File: config.mk
export PLATFORM = sky130hd
export DESIGN_NAME = ltirq_top
export DESIGN_NICKNAME = d
export VERILOG_FILES = /design/src/rtl/ltirq_top.v /design/src/rtl/ltirq_lux_scale.v /design/src/rtl/ltirq_fault_filter.v
export VERILOG_INCLUDE_DIRS = /design/src /design/src/rtl
export SDC_FILE = /design/constraint.sdc
export NUM_CORES = 1
export LEC_CHECK = 0
export BUFFER_PORTS_ARGS = -buffer_cell sky130_fd_sc_hd__buf_4
export CAP_MARGIN = 20
export CORE_ASPECT_RATIO = 0.6
export CORE_UTILIZATION = 61
export CTS_BUF_LIST = sky130_fd_sc_hd__clkbuf_4 sky130_fd_sc_hd__clkbuf_8 sky130_fd_sc_hd__clkbuf_16
export CTS_CLUSTER_DIAMETER = 40
export DETAILED_ROUTE_END_ITERATION = 8
export PLACE_DENSITY = 0.92
export SLEW_MARGIN = 20
export SYNTH_ARGS = -nofsm -noshare
export SYNTH_HDL_FRONTEND = slang
export SYNTH_HIERARCHICAL = 1
export SYNTH_SLANG_ARGS = --single-unit
File: constraint.sdc
create_clock -name ref_clk -period 6.7 [get_ports ref_clk]
set_clock_uncertainty 0.1 [all_clocks]
set_input_delay 0.67 -clock ref_clk [delete_from_list [all_inputs] [get_ports ref_clk]]
set_output_delay 0.67 -clock ref_clk [all_outputs]
set_load 0.005 [all_outputs]
File: src/rtl/ltirq_defs.vh
// shared constants of the light threshold interrupt logic
`ifndef LTIRQ_DEFS_VH
`define LTIRQ_DEFS_VH

// register byte addresses
`define LT_ADDR_CFG      4'h0
`define LT_ADDR_RES      4'h4
`define LT_ADDR_STS      4'h8
`define LT_ADDR_MSK      4'hc

// byte lane that carries every writable bit
`define LT_WR_LANE       0

// configuration bit positions
`define LT_CFG_ABOVE     6
`define LT_CFG_BELOW     5
`define LT_CFG_LATCH     4
`define LT_CFG_POL       3
`define LT_CFG_MASK      2
`define LT_CFG_FSEL_HI   1
`define LT_CFG_FSEL_LO   0

// configuration reset values
`define LT_LATCH_RST     1'b1
`define LT_POL_RST       1'b0
`define LT_MASK_RST      1'b0
`define LT_FSEL_RST      2'h0

// interrupt status bits
`define LT_STS_BELOW     0
`define LT_STS_ABOVE     1
`define LT_STS_RST       2'h0
`define LT_MSK_RST       2'h0

// result layout and range codes
`define LT_EXP_HI        15
`define LT_EXP_LO        12
`define LT_MANT_HI       11
`define LT_EXP_MAX       4'hb
`define LT_RN_AUTO       4'hc
`define LT_EXP_ZERO      4'h0

`endif

File: src/rtl/ltirq_top.v
// threshold comparison, flags, interrupt pin and register slave
`timescale 1ns/10ps
`include "ltirq_defs.vh"

// register map; every word reads back 32 bits, upper bits zero
//   0x0 configuration: above and below flags are read only,
//       then latch select, polarity, exponent mask, fault select
//   0x4 result view, read only, exponent hidden on request in manual range only
//   0x8 event status, sticky; a read clears the bits it returned
//   0xc event mask, same layout as the status word
// unmapped words read zero and drop writes; a write only lands
// when byte lane zero is enabled, the other lanes are ignored
// measurement timing: the filters count at the strobe edge,
// flags, status, pin and irq all move one edge later

module ltirq_top #(
  parameter CW = 4
) (
  ref_clk,          // 20 MHz clock
  rst_n,            // async reset, active low
  avs_address,      // byte address
  avs_read,         // read request
  avs_write,        // write request
  avs_writedata,    // write data
  avs_byteenable,   // byte lanes
  avs_readdata,     // read data
  avs_waitrequest,  // stall
  irq,              // level interrupt to software
  meas_valid,       // new conversion done
  meas_result,      // conversion result word
  low_limit,        // low limit word
  high_limit,       // high limit word
  range_number,     // range setting of the sensor
  int_pin_in,       // interrupt pin level seen
  int_pin_out,      // interrupt pin drive value
  int_pin_oe,       // interrupt pin drive enable
  below_limit_flag, // below flag to the sensor
  above_limit_flag  // above flag to the sensor
);
  input  wire        ref_clk;          // clock
  input  wire        rst_n;            // reset
  input  wire [3:0]  avs_address;      // address
  input  wire        avs_read;         // read
  input  wire        avs_write;        // write
  input  wire [31:0] avs_writedata;    // data in
  input  wire [3:0]  avs_byteenable;   // lanes
  output wire [31:0] avs_readdata;     // data out
  output wire        avs_waitrequest;  // stall
  output wire        irq;              // interrupt
  input  wire        meas_valid;       // strobe
  input  wire [15:0] meas_result;      // result
  input  wire [15:0] low_limit;        // low limit
  input  wire [15:0] high_limit;       // high limit
  input  wire [3:0]  range_number;     // range
  input  wire        int_pin_in;       // unused level
  output wire        int_pin_out;      // drive value
  output wire        int_pin_oe;       // drive enable
  output wire        below_limit_flag; // flag
  output wire        above_limit_flag; // flag

  // configuration state
  reg        latch_q;
  reg        pol_q;
  reg        mask_q;
  reg [1:0]  fsel_q;

  // flags and pin state
  reg        below_q;
  reg        above_q;
  reg        below_d;
  reg        above_d;
  reg        pin_oe_q;
  reg        pin_out_q;

  // interrupt status and mask
  reg [1:0]  sts_q;
  reg [1:0]  sts_d;
  reg [1:0]  msk_q;
  reg        irq_q;

  // bus state
  reg        wait_q;
  reg [31:0] rdata_q;
  reg [31:0] rdata_d;

  // scaled words, fault verdicts and bus decode
  wire [22:0] res_lux;
  wire [22:0] low_lux;
  wire [22:0] high_lux;
  wire        is_below;
  wire        is_above;
  wire        below_hit;
  wire        below_ev;
  wire        above_hit;
  wire        above_ev;
  wire        bus_req;
  wire        bus_take;
  wire        sel_cfg;
  wire        sel_res;
  wire        sel_sts;
  wire        sel_msk;
  wire        wr_cfg;
  wire        wr_msk;
  wire        rd_cfg;
  wire        rd_sts;
  wire        alert;
  wire [15:0] res_view;

  // the three words go to one scale so exponents may differ;
  // the result is scaled unmasked, masking is a read view only,
  // so hiding the exponent never moves a comparison
  ltirq_lux_scale u_res_scale (
    .val (meas_result),
    .lux (res_lux)
  );

  ltirq_lux_scale u_low_scale (
    .val (low_limit),
    .lux (low_lux)
  );

  ltirq_lux_scale u_high_scale (
    .val (high_limit),
    .lux (high_lux)
  );

  // fault conditions on the unmasked result
  assign is_below = (res_lux < low_lux);
  assign is_above = (res_lux > high_lux);

  // separate filters so one limit never resets the other; both
  // share the fault select, so a change of select applies to the
  // counts already gathered at the next measurement
  ltirq_fault_filter #(
    .CW (CW)
  ) u_below_filt (
    .ref_clk    (ref_clk),
    .rst_n      (rst_n),
    .meas_valid (meas_valid),
    .cond       (is_below),
    .fault_sel  (fsel_q),
    .hit        (below_hit),
    .hit_ev     (below_ev)
  );

  ltirq_fault_filter #(
    .CW (CW)
  ) u_above_filt (
    .ref_clk    (ref_clk),
    .rst_n      (rst_n),
    .meas_valid (meas_valid),
    .cond       (is_above),
    .fault_sel  (fsel_q),
    .hit        (above_hit),
    .hit_ev     (above_ev)
  );

  // exponent hidden only in the software view, manual range only
  assign res_view = (mask_q && (range_number < `LT_RN_AUTO)) ?
                    {`LT_EXP_ZERO, meas_result[`LT_MANT_HI:0]} :
                    meas_result;

  // one wait cycle: data is fetched on the first edge of a request
  // and the access completes on the edge where waitrequest is low;
  // side effects of a read (flag and status clears) and the landing
  // of a write both happen at that completing edge, never earlier,
  // so a request that is still waiting has changed nothing yet
  assign bus_req  = avs_read | avs_write;
  assign bus_take = bus_req & ~wait_q;

  // address decode shared by the strobes and the read mux
  assign sel_cfg  = (avs_address == `LT_ADDR_CFG);
  assign sel_res  = (avs_address == `LT_ADDR_RES);
  assign sel_sts  = (avs_address == `LT_ADDR_STS);
  assign sel_msk  = (avs_address == `LT_ADDR_MSK);

  // write strobes need the low byte lane, other lanes are ignored
  assign wr_cfg   = bus_take & avs_write & avs_byteenable[`LT_WR_LANE] & sel_cfg;
  assign wr_msk   = bus_take & avs_write & avs_byteenable[`LT_WR_LANE] & sel_msk;
  assign rd_cfg   = bus_take & avs_read & sel_cfg;
  assign rd_sts   = bus_take & avs_read & sel_sts;

  // read data mux, unmapped addresses read zero; it feeds a register
  // so readdata comes straight from a flip-flop
  always @* begin
    rdata_d = 32'h0000_0000;
    if (sel_cfg) begin
      rdata_d[`LT_CFG_ABOVE]                  = above_q;
      rdata_d[`LT_CFG_BELOW]                  = below_q;
      rdata_d[`LT_CFG_LATCH]                  = latch_q;
      rdata_d[`LT_CFG_POL]                    = pol_q;
      rdata_d[`LT_CFG_MASK]                   = mask_q;
      rdata_d[`LT_CFG_FSEL_HI:`LT_CFG_FSEL_LO] = fsel_q;
    end else if (sel_res) begin
      rdata_d[`LT_EXP_HI:0] = res_view;
    end else if (sel_sts) begin
      rdata_d[`LT_STS_ABOVE:`LT_STS_BELOW] = sts_q;
    end else if (sel_msk) begin
      rdata_d[`LT_STS_ABOVE:`LT_STS_BELOW] = msk_q;
    end
  end

  // bus handshake and read data register; waitrequest idles high so
  // every request sees exactly one wait cycle, the data is captured
  // while waiting and stands until the next request's first edge
  always @(posedge ref_clk or negedge rst_n) begin
    if (!rst_n) begin
      wait_q  <= 1'b1;
      rdata_q <= 32'h0000_0000;
    end else begin
      if (bus_take)
        wait_q <= 1'b1;
      else if (bus_req)
        wait_q <= 1'b0;
      if (bus_req && wait_q)
        rdata_q <= rdata_d;
    end
  end

  // configuration register; the flag bits are not writable and a
  // write with the low lane disabled leaves every field alone
  always @(posedge ref_clk or negedge rst_n) begin
    if (!rst_n) begin
      latch_q <= `LT_LATCH_RST;
      pol_q   <= `LT_POL_RST;
      mask_q  <= `LT_MASK_RST;
      fsel_q  <= `LT_FSEL_RST;
    end else if (wr_cfg) begin
      latch_q <= avs_writedata[`LT_CFG_LATCH];
      pol_q   <= avs_writedata[`LT_CFG_POL];
      mask_q  <= avs_writedata[`LT_CFG_MASK];
      fsel_q  <= avs_writedata[`LT_CFG_FSEL_HI:`LT_CFG_FSEL_LO];
    end
  end

  // flag next state
  // transparent style: each flag is the verdict of the newest
  // measurement, so it can drop again without any software action
  // latched style: a verdict sets the flag and only a configuration
  // read clears it; writes do not clear
  // a read clears only flags it returned, so an event that landed
  // during the wait cycle is not lost; a new event wins over clear
  always @* begin
    if (latch_q) begin
      below_d = below_ev |
                (below_q & ~(rd_cfg & rdata_q[`LT_CFG_BELOW]));
      above_d = above_ev |
                (above_q & ~(rd_cfg & rdata_q[`LT_CFG_ABOVE]));
    end else begin
      below_d = below_hit;
      above_d = above_hit;
    end
  end

  // flag registers, both clear in reset so no false alert
  // reaches the pin when reset is released
  always @(posedge ref_clk or negedge rst_n) begin
    if (!rst_n) begin
      below_q <= 1'b0;
      above_q <= 1'b0;
    end else begin
      below_q <= below_d;
      above_q <= above_d;
    end
  end

  // pin follows the flags of the selected style; using the next
  // flag state keeps the pin in the same cycle as the flags
  assign alert = below_d | above_d;

  // open drain: only ever drives low, released otherwise
  // polarity zero pulls low on an alert; polarity one pulls low
  // while idle and releases on an alert, so it needs the board
  // pull-up to read high; the pin stays released during reset
  always @(posedge ref_clk or negedge rst_n) begin
    if (!rst_n) begin
      pin_oe_q  <= 1'b0;
      pin_out_q <= 1'b0;
    end else begin
      pin_out_q <= 1'b0;
      if (pol_q)
        pin_oe_q <= ~alert;
      else
        pin_oe_q <= alert;
    end
  end

  // sticky status, cleared by reading it; set wins over clear
  // like the latched flags, a read clears only the bits it returned,
  // so an event that lands while the read waits is kept for later
  always @* begin
    sts_d = sts_q;
    if (rd_sts)
      sts_d = sts_q & ~rdata_q[`LT_STS_ABOVE:`LT_STS_BELOW];
    sts_d[`LT_STS_BELOW] = sts_d[`LT_STS_BELOW] | below_ev;
    sts_d[`LT_STS_ABOVE] = sts_d[`LT_STS_ABOVE] | above_ev;
  end

  // status, mask and interrupt registers
  always @(posedge ref_clk or negedge rst_n) begin
    if (!rst_n) begin
      sts_q <= `LT_STS_RST;
      msk_q <= `LT_MSK_RST;
      irq_q <= 1'b0;
    end else begin
      sts_q <= sts_d;
      if (wr_msk)
        msk_q <= avs_writedata[`LT_STS_ABOVE:`LT_STS_BELOW];
      // next-state terms keep irq in step with status, and a mask
      // write reaches irq at the same edge as it reaches the mask
      irq_q <= |(sts_d & (wr_msk ? avs_writedata[`LT_STS_ABOVE:`LT_STS_BELOW] : msk_q));
    end
  end

  // outputs straight from flip-flops, so none of them glitches or
  // depends combinationally on an input
  assign avs_readdata     = rdata_q;
  assign avs_waitrequest  = wait_q;
  assign irq              = irq_q;
  assign int_pin_out      = pin_out_q;
  assign int_pin_oe       = pin_oe_q;
  assign below_limit_flag = below_q;
  assign above_limit_flag = above_q;
endmodule

File: src/rtl/ltirq_lux_scale.v
// converts an exponent and mantissa word to a common lux scale
`timescale 1ns/10ps
`include "ltirq_defs.vh"

module ltirq_lux_scale (
  val,   // exponent and mantissa word
  lux    // mantissa shifted by exponent
);
  input  wire [15:0] val;  // word to scale
  output wire [22:0] lux;  // common scale value

  wire [3:0] exp_c;

  // codes above the top range are taken as the top range
  assign exp_c = (val[`LT_EXP_HI:`LT_EXP_LO] > `LT_EXP_MAX) ?
                 `LT_EXP_MAX : val[`LT_EXP_HI:`LT_EXP_LO];
  assign lux   = {11'h000, val[`LT_MANT_HI:0]} << exp_c;
endmodule

File: src/rtl/ltirq_fault_filter.v
// consecutive fault counter for one limit
`timescale 1ns/10ps
`include "ltirq_defs.vh"

module ltirq_fault_filter #(
  parameter CW = 4
) (
  ref_clk,    // clock
  rst_n,      // async reset, active low
  meas_valid, // one new measurement
  cond,       // this measurement is a fault
  fault_sel,  // consecutive count select
  hit,        // level: count reached
  hit_ev      // pulse: a measurement reached count
);
  input  wire       ref_clk;    // clock
  input  wire       rst_n;      // reset
  input  wire       meas_valid; // strobe
  input  wire       cond;       // fault
  input  wire [1:0] fault_sel;  // select
  output reg        hit;        // level
  output reg        hit_ev;     // pulse

  reg  [CW-1:0] cnt_q;
  reg  [CW-1:0] cnt_d;
  wire [CW-1:0] need;

  // 00 one, 01 two, 10 four, 11 eight faults
  function [CW-1:0] need_of;
    input [1:0] s;
    begin
      // the count doubles with each step of the select
      need_of = {{(CW-1){1'b0}}, 1'b1} << s;
    end
  endfunction

  assign need = need_of(fault_sel);

  // saturate at the need so the counter never wraps
  always @* begin
    if (!cond)
      cnt_d = {CW{1'b0}};
    else if (cnt_q >= need)
      cnt_d = cnt_q;
    else
      cnt_d = cnt_q + {{(CW-1){1'b0}}, 1'b1};
  end

  always @(posedge ref_clk or negedge rst_n) begin
    if (!rst_n) begin
      cnt_q  <= {CW{1'b0}};
      hit    <= 1'b0;
      hit_ev <= 1'b0;
    end else begin
      hit_ev <= 1'b0;
      if (meas_valid) begin
        cnt_q  <= cnt_d;
        hit    <= (cnt_d >= need);
        hit_ev <= cond && (cnt_d >= need);
      end
    end
  end
endmodule

==> results of run 1 <==
## power by group through the flow
stage	Sequential (uW)	Clock, uW	Combinational [uW]
global placement	419	0	839
finish	427	252	935
CTS	423	254	915
global route	435	263	1020
floorplan	401	0	671
detailed placement	426	0	901
## critical path, delay by kind of cell
| kind | cells | cell delay, ns |
|---|---|---|
| AOI/OAI and AO/OA | 10 | 1.93 |
| adders and majority gates | 2 | 0.60 |
| buffers and inverters | 1 | 0.23 |
| and+or+nand+nor | 4 | 1.20 |
## worst paths after layout
path,end,slack [ns],depth (start not counted)
max,u_below_filt/hit$_DFFE_PN0P_,2.09,17
min,u_above_filt/cnt_q[0]$_DFFE_PN0P_,0.26,1
max reg2reg,u_below_filt/hit$_DFFE_PN0P_,3.57,12
min reg2reg,avs_readdata[9]$_DFFE_PN0P_,0.38,2
max in group asynchronous,avs_readdata[10]$_DFFE_PN0P_,5.86,1
min in group ref_clk,avs_readdata[9]$_DFFE_PN0P_,0.38,2
## kinds of logic (layout without fill, tap and decap cells)
family          count (synthesis)  in the layout  synth area share
xor+xnor                        4              4           0.00555
other cells                     1             17          0.000594
mux                            68             68             0.124
simple gates                  233            233             0.194
compound gates                248            248             0.292
flops                          42             42             0.167
fa+ha+maj                      63             63             0.125
buf+inv                       115            147            0.0924
## synthesized netlist by cell type, drive strengths merged, types with 6 or more instances
| cell type | instances |
|---|---|
| o221ai | 9 |
| clkbuf | 6 |
| nand2 | 80 |
| nor2b | 8 |
| mux2i | 42 |
| a22o | 8 |
| nand4 | 8 |
| ha | 63 |
| a21oi | 42 |
| dfrtp | 40 |
| inv | 54 |
| o22ai | 12 |
| a221oi | 7 |
| o32ai | 15 |
| nand3 | 17 |
| o211ai | 9 |
| mux2 | 21 |
| buf | 55 |
| nor2 | 57 |
| a31oi | 6 |
| nand2b | 22 |
| a22oi | 11 |
| a2bb2oi | 6 |
| a21o | 29 |
| o21ai | 51 |
## metal layers
metal,vias to the layer above,routed length [um],global-route usage
met2,400,7610,0.521
met3,49,1920,0.0674
met4,0,375,0.0989
met1,2923,7750,0.462
li1,2946,-,-
met5,-,0,0
## final cells by class
cell class / instances / area [um^2] / area share
clock buffers: 6 / 139 / 0.0200
multi-input cells: 633 / 4740 / 0.682
repair buffers: 85 / 638 / 0.0917
well taps: 135 / 169 / 0.0243
clock inverters: 2 / 12.5 / 0.00180
inverters: 54 / 203 / 0.0291
flip-flops and latches: 42 / 1050 / 0.151
## per-stage QoR
step / instance area [um^2] / util / setup slack (ns) / total power (uW)
final: 6960 / 0.699 / 2.09 / 1610
after global routing: 6960 / 0.699 / 1.95 / 1720
after CTS: 6950 / 0.699 / 2.26 / 1590
after detailed placement: 6800 / 0.683 / 1.98 / 1330
after global placement: 6800 / 0.683 / 2.15 / 1260
after floorplan: 6370 / - / 2.62 / 1070
## sequential cells by signal, indices dropped and copies added, names as in the netlist
name and count:
u_below_filt/hit_ev 1, avs_readdata 16, above_limit_flag 1, below_limit_flag 1, msk_q 2, u_below_filt/hit 1
sts_q 2, u_above_filt/hit_ev 1, u_below_filt/cnt_q 4, int_pin_oe 1, latch_q 1, irq 1
avs_waitrequest 1, pol_q 1, u_above_filt/hit 1, fsel_q 2, u_above_filt/cnt_q 4, mask_q 1
==> flow_metrics.tcl, run 1 <==
set metrics [dict create \
    worstPathArrival_ns 4.67 \
    cts_made_buffers 5 \
    synth-main-ff-cell "dfrtp_1" \
    grt_pass1_wl_um 28800 \
    track_usage 0.332 \
    rows 28 \
    final_hold_viol_count 0 \
    antenna_cells 0 \
    p_clk_frac 0.156 \
    wl_um 17700 \
    timing.hold.ws_ns 0.261 \
    power_density_nw_per_um2 232 \
    synth.ff_latch_count 42 \
    io_pins 136 \
    setup_viol 0 \
    dieArea_um2 10800 \
    ir_drop_v 0.000219 \
    ys_seq_area_frac 0.167 \
    dieWidth_um 133 \
    die_y_um 80.8 \
    p_int_uw 891 \
    swShare 0.448 \
    synth_cell_types 73 \
    clock_latency_ns 0.29 \
    crit_path_end_kind "flop" \
    tightest_slew_ns 0.753 \
    antenna_left 0 \
    drc 0 \
    rsz0062_at_grt "false" \
    worstPathCellList "buf_4, nand2b_1, nor3b_1, a221oi_1, nor2_1, ha_1, a21o_1, a21o_1, a21oi_1, o21ai_0, a21oi_1, nand2_1, a41o_1, o21ai_0, ha_1, a21oi_1, a31oi_1" \
    clockBufferDepth 2 \
    p_switching_uw 723 \
    drive_gt1_frac 0.182 \
    tns_ns 0 \
    crit_type "primary input to flop" \
    cts.sinks 42 \
    synth_top_cell_area_share 0.159 \
    hp-class "primary input to asynchronous set/reset pin" \
    num-fill-cells 822 \
    ctsHoldBuffers 0 \
    htreeDepth 2 \
    synth_top_cell_by_area "dfrtp_1" \
    drt-vias-per-instance 6.60 \
    grt_start_max_net_pins 43 \
    drt_pass1_iterations 6 \
    dp_hpwl_um 13500 \
    finalNonFillerCells 957 \
    cts_resized 0 \
    dpl.cell_count 949 \
    place_congestion 0.970 \
    relSlewSlack 0.493 \
    slowest_stage "a21oi_1" \
    synth_area_leaders "dfrtp_1, ha_1, mux2i_1, nand2_1, o21ai_0" \
    avgSynthCellArea_um2 8.15 \
    drv_cap 0 \
    pwr-share-seq 0.265 \
    period_needed_ns 4.61 \
    core_area_um2 9950 \
    synth_cells 774 \
    ys_async_sr_fraction 1.00 \
    drt_iter0_drc 717 \
    yosysWarnings 6 \
    final_max_slew_viol_count 0 \
    start_util 0.634 \
    path_common_cell "a21oi_1" \
    cts_setup_buffers 0 \
    critPathMaxStageDelay_ns 0.53 \
    synth_edf_count 0 \
    port_buffers 85 \
    combPwrFrac 0.579 \
    antenna_found_initial 0 \
    synth.cell_area_um2 6310 \
    startpoint "meas_result[13]" \
    area_growth_pct 10.3 \
    max_freq_ghz 0.217 \
    path_max_fanout 32 \
    timing.final.crit_share 0.688 \
    cellLeakagePower_uw 0.00327 \
    cts_tree "done" \
    required_ns 6.76 \
    status "complete, no violations" \
    overflow 0 \
    finalNetCount 982 \
    cts_root_buf "clkbuf_16" \
    clkTransAtPathRegs_ns 0.07 \
    final_cell_mix "buf_4, nand2_1, ha_1" \
    layout_commonest_cell "buf_4" \
    vias 6318 \
    wl_per_cell_um 18.4 \
    worst_setup_path_start_kind "primary input" \
    first_global_vias 5860 \
    r2r-start "fsel_q[0]$_DFFE_PN0P_" \
]
(Power assumes the default switching activity.)
==> run 2, diff against run 1 <==
--- a/config.mk
+++ b/config.mk
@@ -6,14 +6,15 @@
 export SDC_FILE = /design/constraint.sdc
 export NUM_CORES = 1
 export LEC_CHECK = 0
+export ABC_AREA = 1
 export BUFFER_PORTS_ARGS = -buffer_cell sky130_fd_sc_hd__buf_4
 export CAP_MARGIN = 20
 export CORE_ASPECT_RATIO = 0.6
-export CORE_UTILIZATION = 61
+export CORE_UTILIZATION = 57
 export CTS_BUF_LIST = sky130_fd_sc_hd__clkbuf_4 sky130_fd_sc_hd__clkbuf_8 sky130_fd_sc_hd__clkbuf_16
 export CTS_CLUSTER_DIAMETER = 40
 export DETAILED_ROUTE_END_ITERATION = 8
-export PLACE_DENSITY = 0.92
+export PLACE_DENSITY = 0.87
 export SLEW_MARGIN = 20
 export SYNTH_ARGS = -nofsm -noshare
 export SYNTH_HDL_FRONTEND = slang
==> constraint.sdc (replaced) <==
create_clock -name ref_clk -period 4.5 [get_ports ref_clk]
set_clock_uncertainty 0.1 [all_clocks]
set_input_delay 0.45 -clock ref_clk [delete_from_list [all_inputs] [get_ports ref_clk]]
set_output_delay 0.45 -clock ref_clk [all_outputs]
set_load 0.005 [all_outputs]
==> run 2 against run 1 <==
Power increased by 55%; global-route usage decreased by 3.6 points; final area increased by 0.61%; largest cell class unchanged; sequential share of layout area decreased by 0.092 points; clock power increased by 46%; flip-flop and latch count unchanged.
==> flow_metrics.tcl, run 2 <==
set metrics [dict create \
    tns_ns 0 \
    synthTopCellsByCount "nand2_1, inv_1, nand3_1" \
    p_clk_frac 0.147 \
    synth_area_leaders "nand2_1, dfrtp_1, ha_1, nand3_1, inv_1" \
    synth_cell_types 42 \
    first_global_vias 5792 \
    synth-main-ff-cell "dfrtp_1" \
    core_area_um2 10700 \
    met2_usage 0.417 \
    clockBufferDepth 2 \
    crit_path_end_kind "flop" \
    drc 0 \
    overflow 0 \
    drt_pass1_iterations 6 \
    p_switching_uw 1200 \
    r2r-start "fsel_q[0]$_DFFE_PN0P_" \
    swShare 0.481 \
    hp-class "primary input to asynchronous set/reset pin" \
    yosysWarnings 6 \
    ys_seq_area_frac 0.167 \
    worst_setup_path_start_kind "primary input" \
    cts.sinks 42 \
    clkTransAtPathRegs_ns 0.06 \
    antenna_cells 0 \
    ys_async_sr_fraction 1.00 \
    cellLeakagePower_uw 0.00399 \
    cts_tree "done" \
    path_common_cell "nand2_1" \
    finalNetCount 1245 \
    dieArea_um2 11500 \
    cts_made_buffers 5 \
    synth_top_cell_by_area "nand2_1" \
    area_growth_pct 10.9 \
    r2r-end "u_below_filt/hit$_DFFE_PN0P_" \
    synth_top_cell_area_share 0.174 \
    synth.most_common_cell "nand2_1" \
    path_max_fanout 18 \
    required_ns 4.58 \
    cts_resized 0 \
    wl_um 16700 \
    dieWidth_um 138 \
    antenna_found_initial 0 \
    track_usage 0.296 \
    max_freq_ghz 0.249 \
    slowest_stage "o21ai_0" \
    ctsHoldBuffers 0 \
    grt_pass1_wl_um 27400 \
    r2r_slack_ns 1.81 \
    critPathMaxStageDelay_ns 0.40 \
    pwr-share-seq 0.252 \
    grtUsageMet1 0.462 \
    power_density_nw_per_um2 356 \
    setup_slack_ns 0.483 \
    grt.met3_usage 0.0613 \
    cts_setup_buffers 0 \
    clock_latency_ns 0.29 \
    synth.cell_area_um2 6310 \
    cts_root_buf "clkbuf_16" \
    largest_reg_flops 16 \
    drt_iter0_drc 636 \
    layout_commonest_cell "nand2_1" \
    synth.ff_latch_count 42 \
    antenna_left 0 \
    die_y_um 83.5 \
    setup_viol 0 \
    timing.final.crit_share 0.893 \
    dp_hpwl_um 13600 \
    worstPathCellList "buf_4, nand2_4, nand2_4, o21ai_0, nor2_1, nand2_1, nand2_1, ha_1, nand4_1, o21bai_1, nand2_1, nand2_1, nand2_1, nor2_1, nor2_1, inv_1, nor2_1, ha_1, inv_1, nor2_1, o211ai_1, nand3_1, nand2_1, nand2_1" \
    io_pins 136 \
    avgSynthCellArea_um2 6.27 \
    htreeDepth 2 \
    wl_per_cell_um 13.7 \
    grt_start_max_net_pins 43 \
    drt-vias-per-instance 5.52 \
    synth_edf_count 0 \
    rr_worst_depth 17 \
    relSlewSlack 0.427 \
    synth_cells 1007 \
    rows 29 \
    vias 6755 \
    place_congestion 0.972 \
    start_util 0.592 \
    post-place-ws_ns 0.380 \
    worstPathArrival_ns 4.10 \
    tightest_slew_ns 0.859 \
    port_buffers 85 \
    crit_type "primary input to flop" \
    drv_cap 0 \
    combPwrFrac 0.601 \
    grt-busiest-layer "met1" \
    final_hold_viol_count 0 \
    drive_gt1_frac 0.178 \
    ir_drop_v 0.000294 \
    period_needed_ns 4.02 \
    final_cell_mix "nand2_1, inv_1, nand3_1" \
    final_max_slew_viol_count 0 \
    p_int_uw 1290 \
    rsz0062_at_grt "false" \
    status "complete, no violations" \
]
[run 2: logic make-up (layout without fill, tap and decap cells)]
kind of cell    Yosys count  count (layout)  share of synthesized area
compound gates           92              92                     0.0844
simple gates            601             601                      0.459
flops                    42              42                      0.167
buf+inv                 205             266                      0.160
xor+xnor                  3               3                    0.00416
fa+ha+maj                63              63                      0.125
other cells               1              17                   0.000594
[run 2: worst max path at each step]
stage / from / endpoint / slack [ns] / cells past startpoint
finish: meas_result[15] / u_above_filt/hit$_DFFE_PN0P_ / 0.48 / 24
global route: meas_result[15] / u_above_filt/hit$_DFFE_PN0P_ / 0.23 / 26
CTS: meas_result[15] / u_above_filt/hit$_DFFE_PN0P_ / 0.63 / 26
detailed placement: meas_result[15] / u_above_filt/hit$_DFFE_PN0P_ / 0.38 / 26
global placement: meas_result[15] / u_above_filt/hit$_DFFE_PN0P_ / 0.48 / 26
floorplan: high_limit[15] / u_above_filt/hit$_DFFE_PN0P_ / 1.07 / 29
[run 2: final cells by class]
| class | count | area, um^2 |
|---|---|---|
| Clock buffer | 6 | 133 |
| Clock inverter | 1 | 7.51 |
| Fill cell | 949 | 3670 |
| Inverter | 167 | 634 |
| Multi-Input combinational cell | 776 | 4310 |
| Sequential cell | 42 | 1050 |
| Tap cell | 139 | 174 |
| Timing Repair Buffer | 92 | 691 |
[run 2: critical path, delay by kind of cell]
family	cells	cell delay (ns)
buffers and inverters	3	0.41
AND/OR/NAND/NOR	16	1.89
AO/OA/AOI/OAI	3	0.75
adder cells (fa/ha/maj)	2	0.59
[run 2: layer usage]
metal  vias to the layer above  share of wire
li1                       3370              -
met1                      3039           0.48
met2                       322           0.40
met3                        24           0.11
met4                         0         0.0091
met5                         -              0
[run 2: metrics by stage]
stage | power (uW) | std cells | util | hold WS [ns] | area, um^2
final | 2490 | 1223 | 0.656 | 0.0453 | 7000
after global routing | 2720 | 1223 | 0.656 | 0.0871 | 7000
after floorplan | 1670 | 1023 | - | 0.0544 | 6370
after global placement | 2020 | 1216 | 0.643 | 0.366 | 6860
after CTS | 2470 | 1223 | 0.656 | 0.0616 | 7000
after detailed placement | 2090 | 1216 | 0.643 | 0.369 | 6860
[run 2: power by group through the flow]
stage | sequential [uW] | clock (uW) | combinational, uW
2_1_floorplan | 608 | 0 | 1070
3_3_place_gp | 629 | 0 | 1390
3_5_place_dp | 631 | 0 | 1460
4_1_cts | 626 | 366 | 1480
5_1_grt | 646 | 386 | 1690
6_report | 629 | 367 | 1500
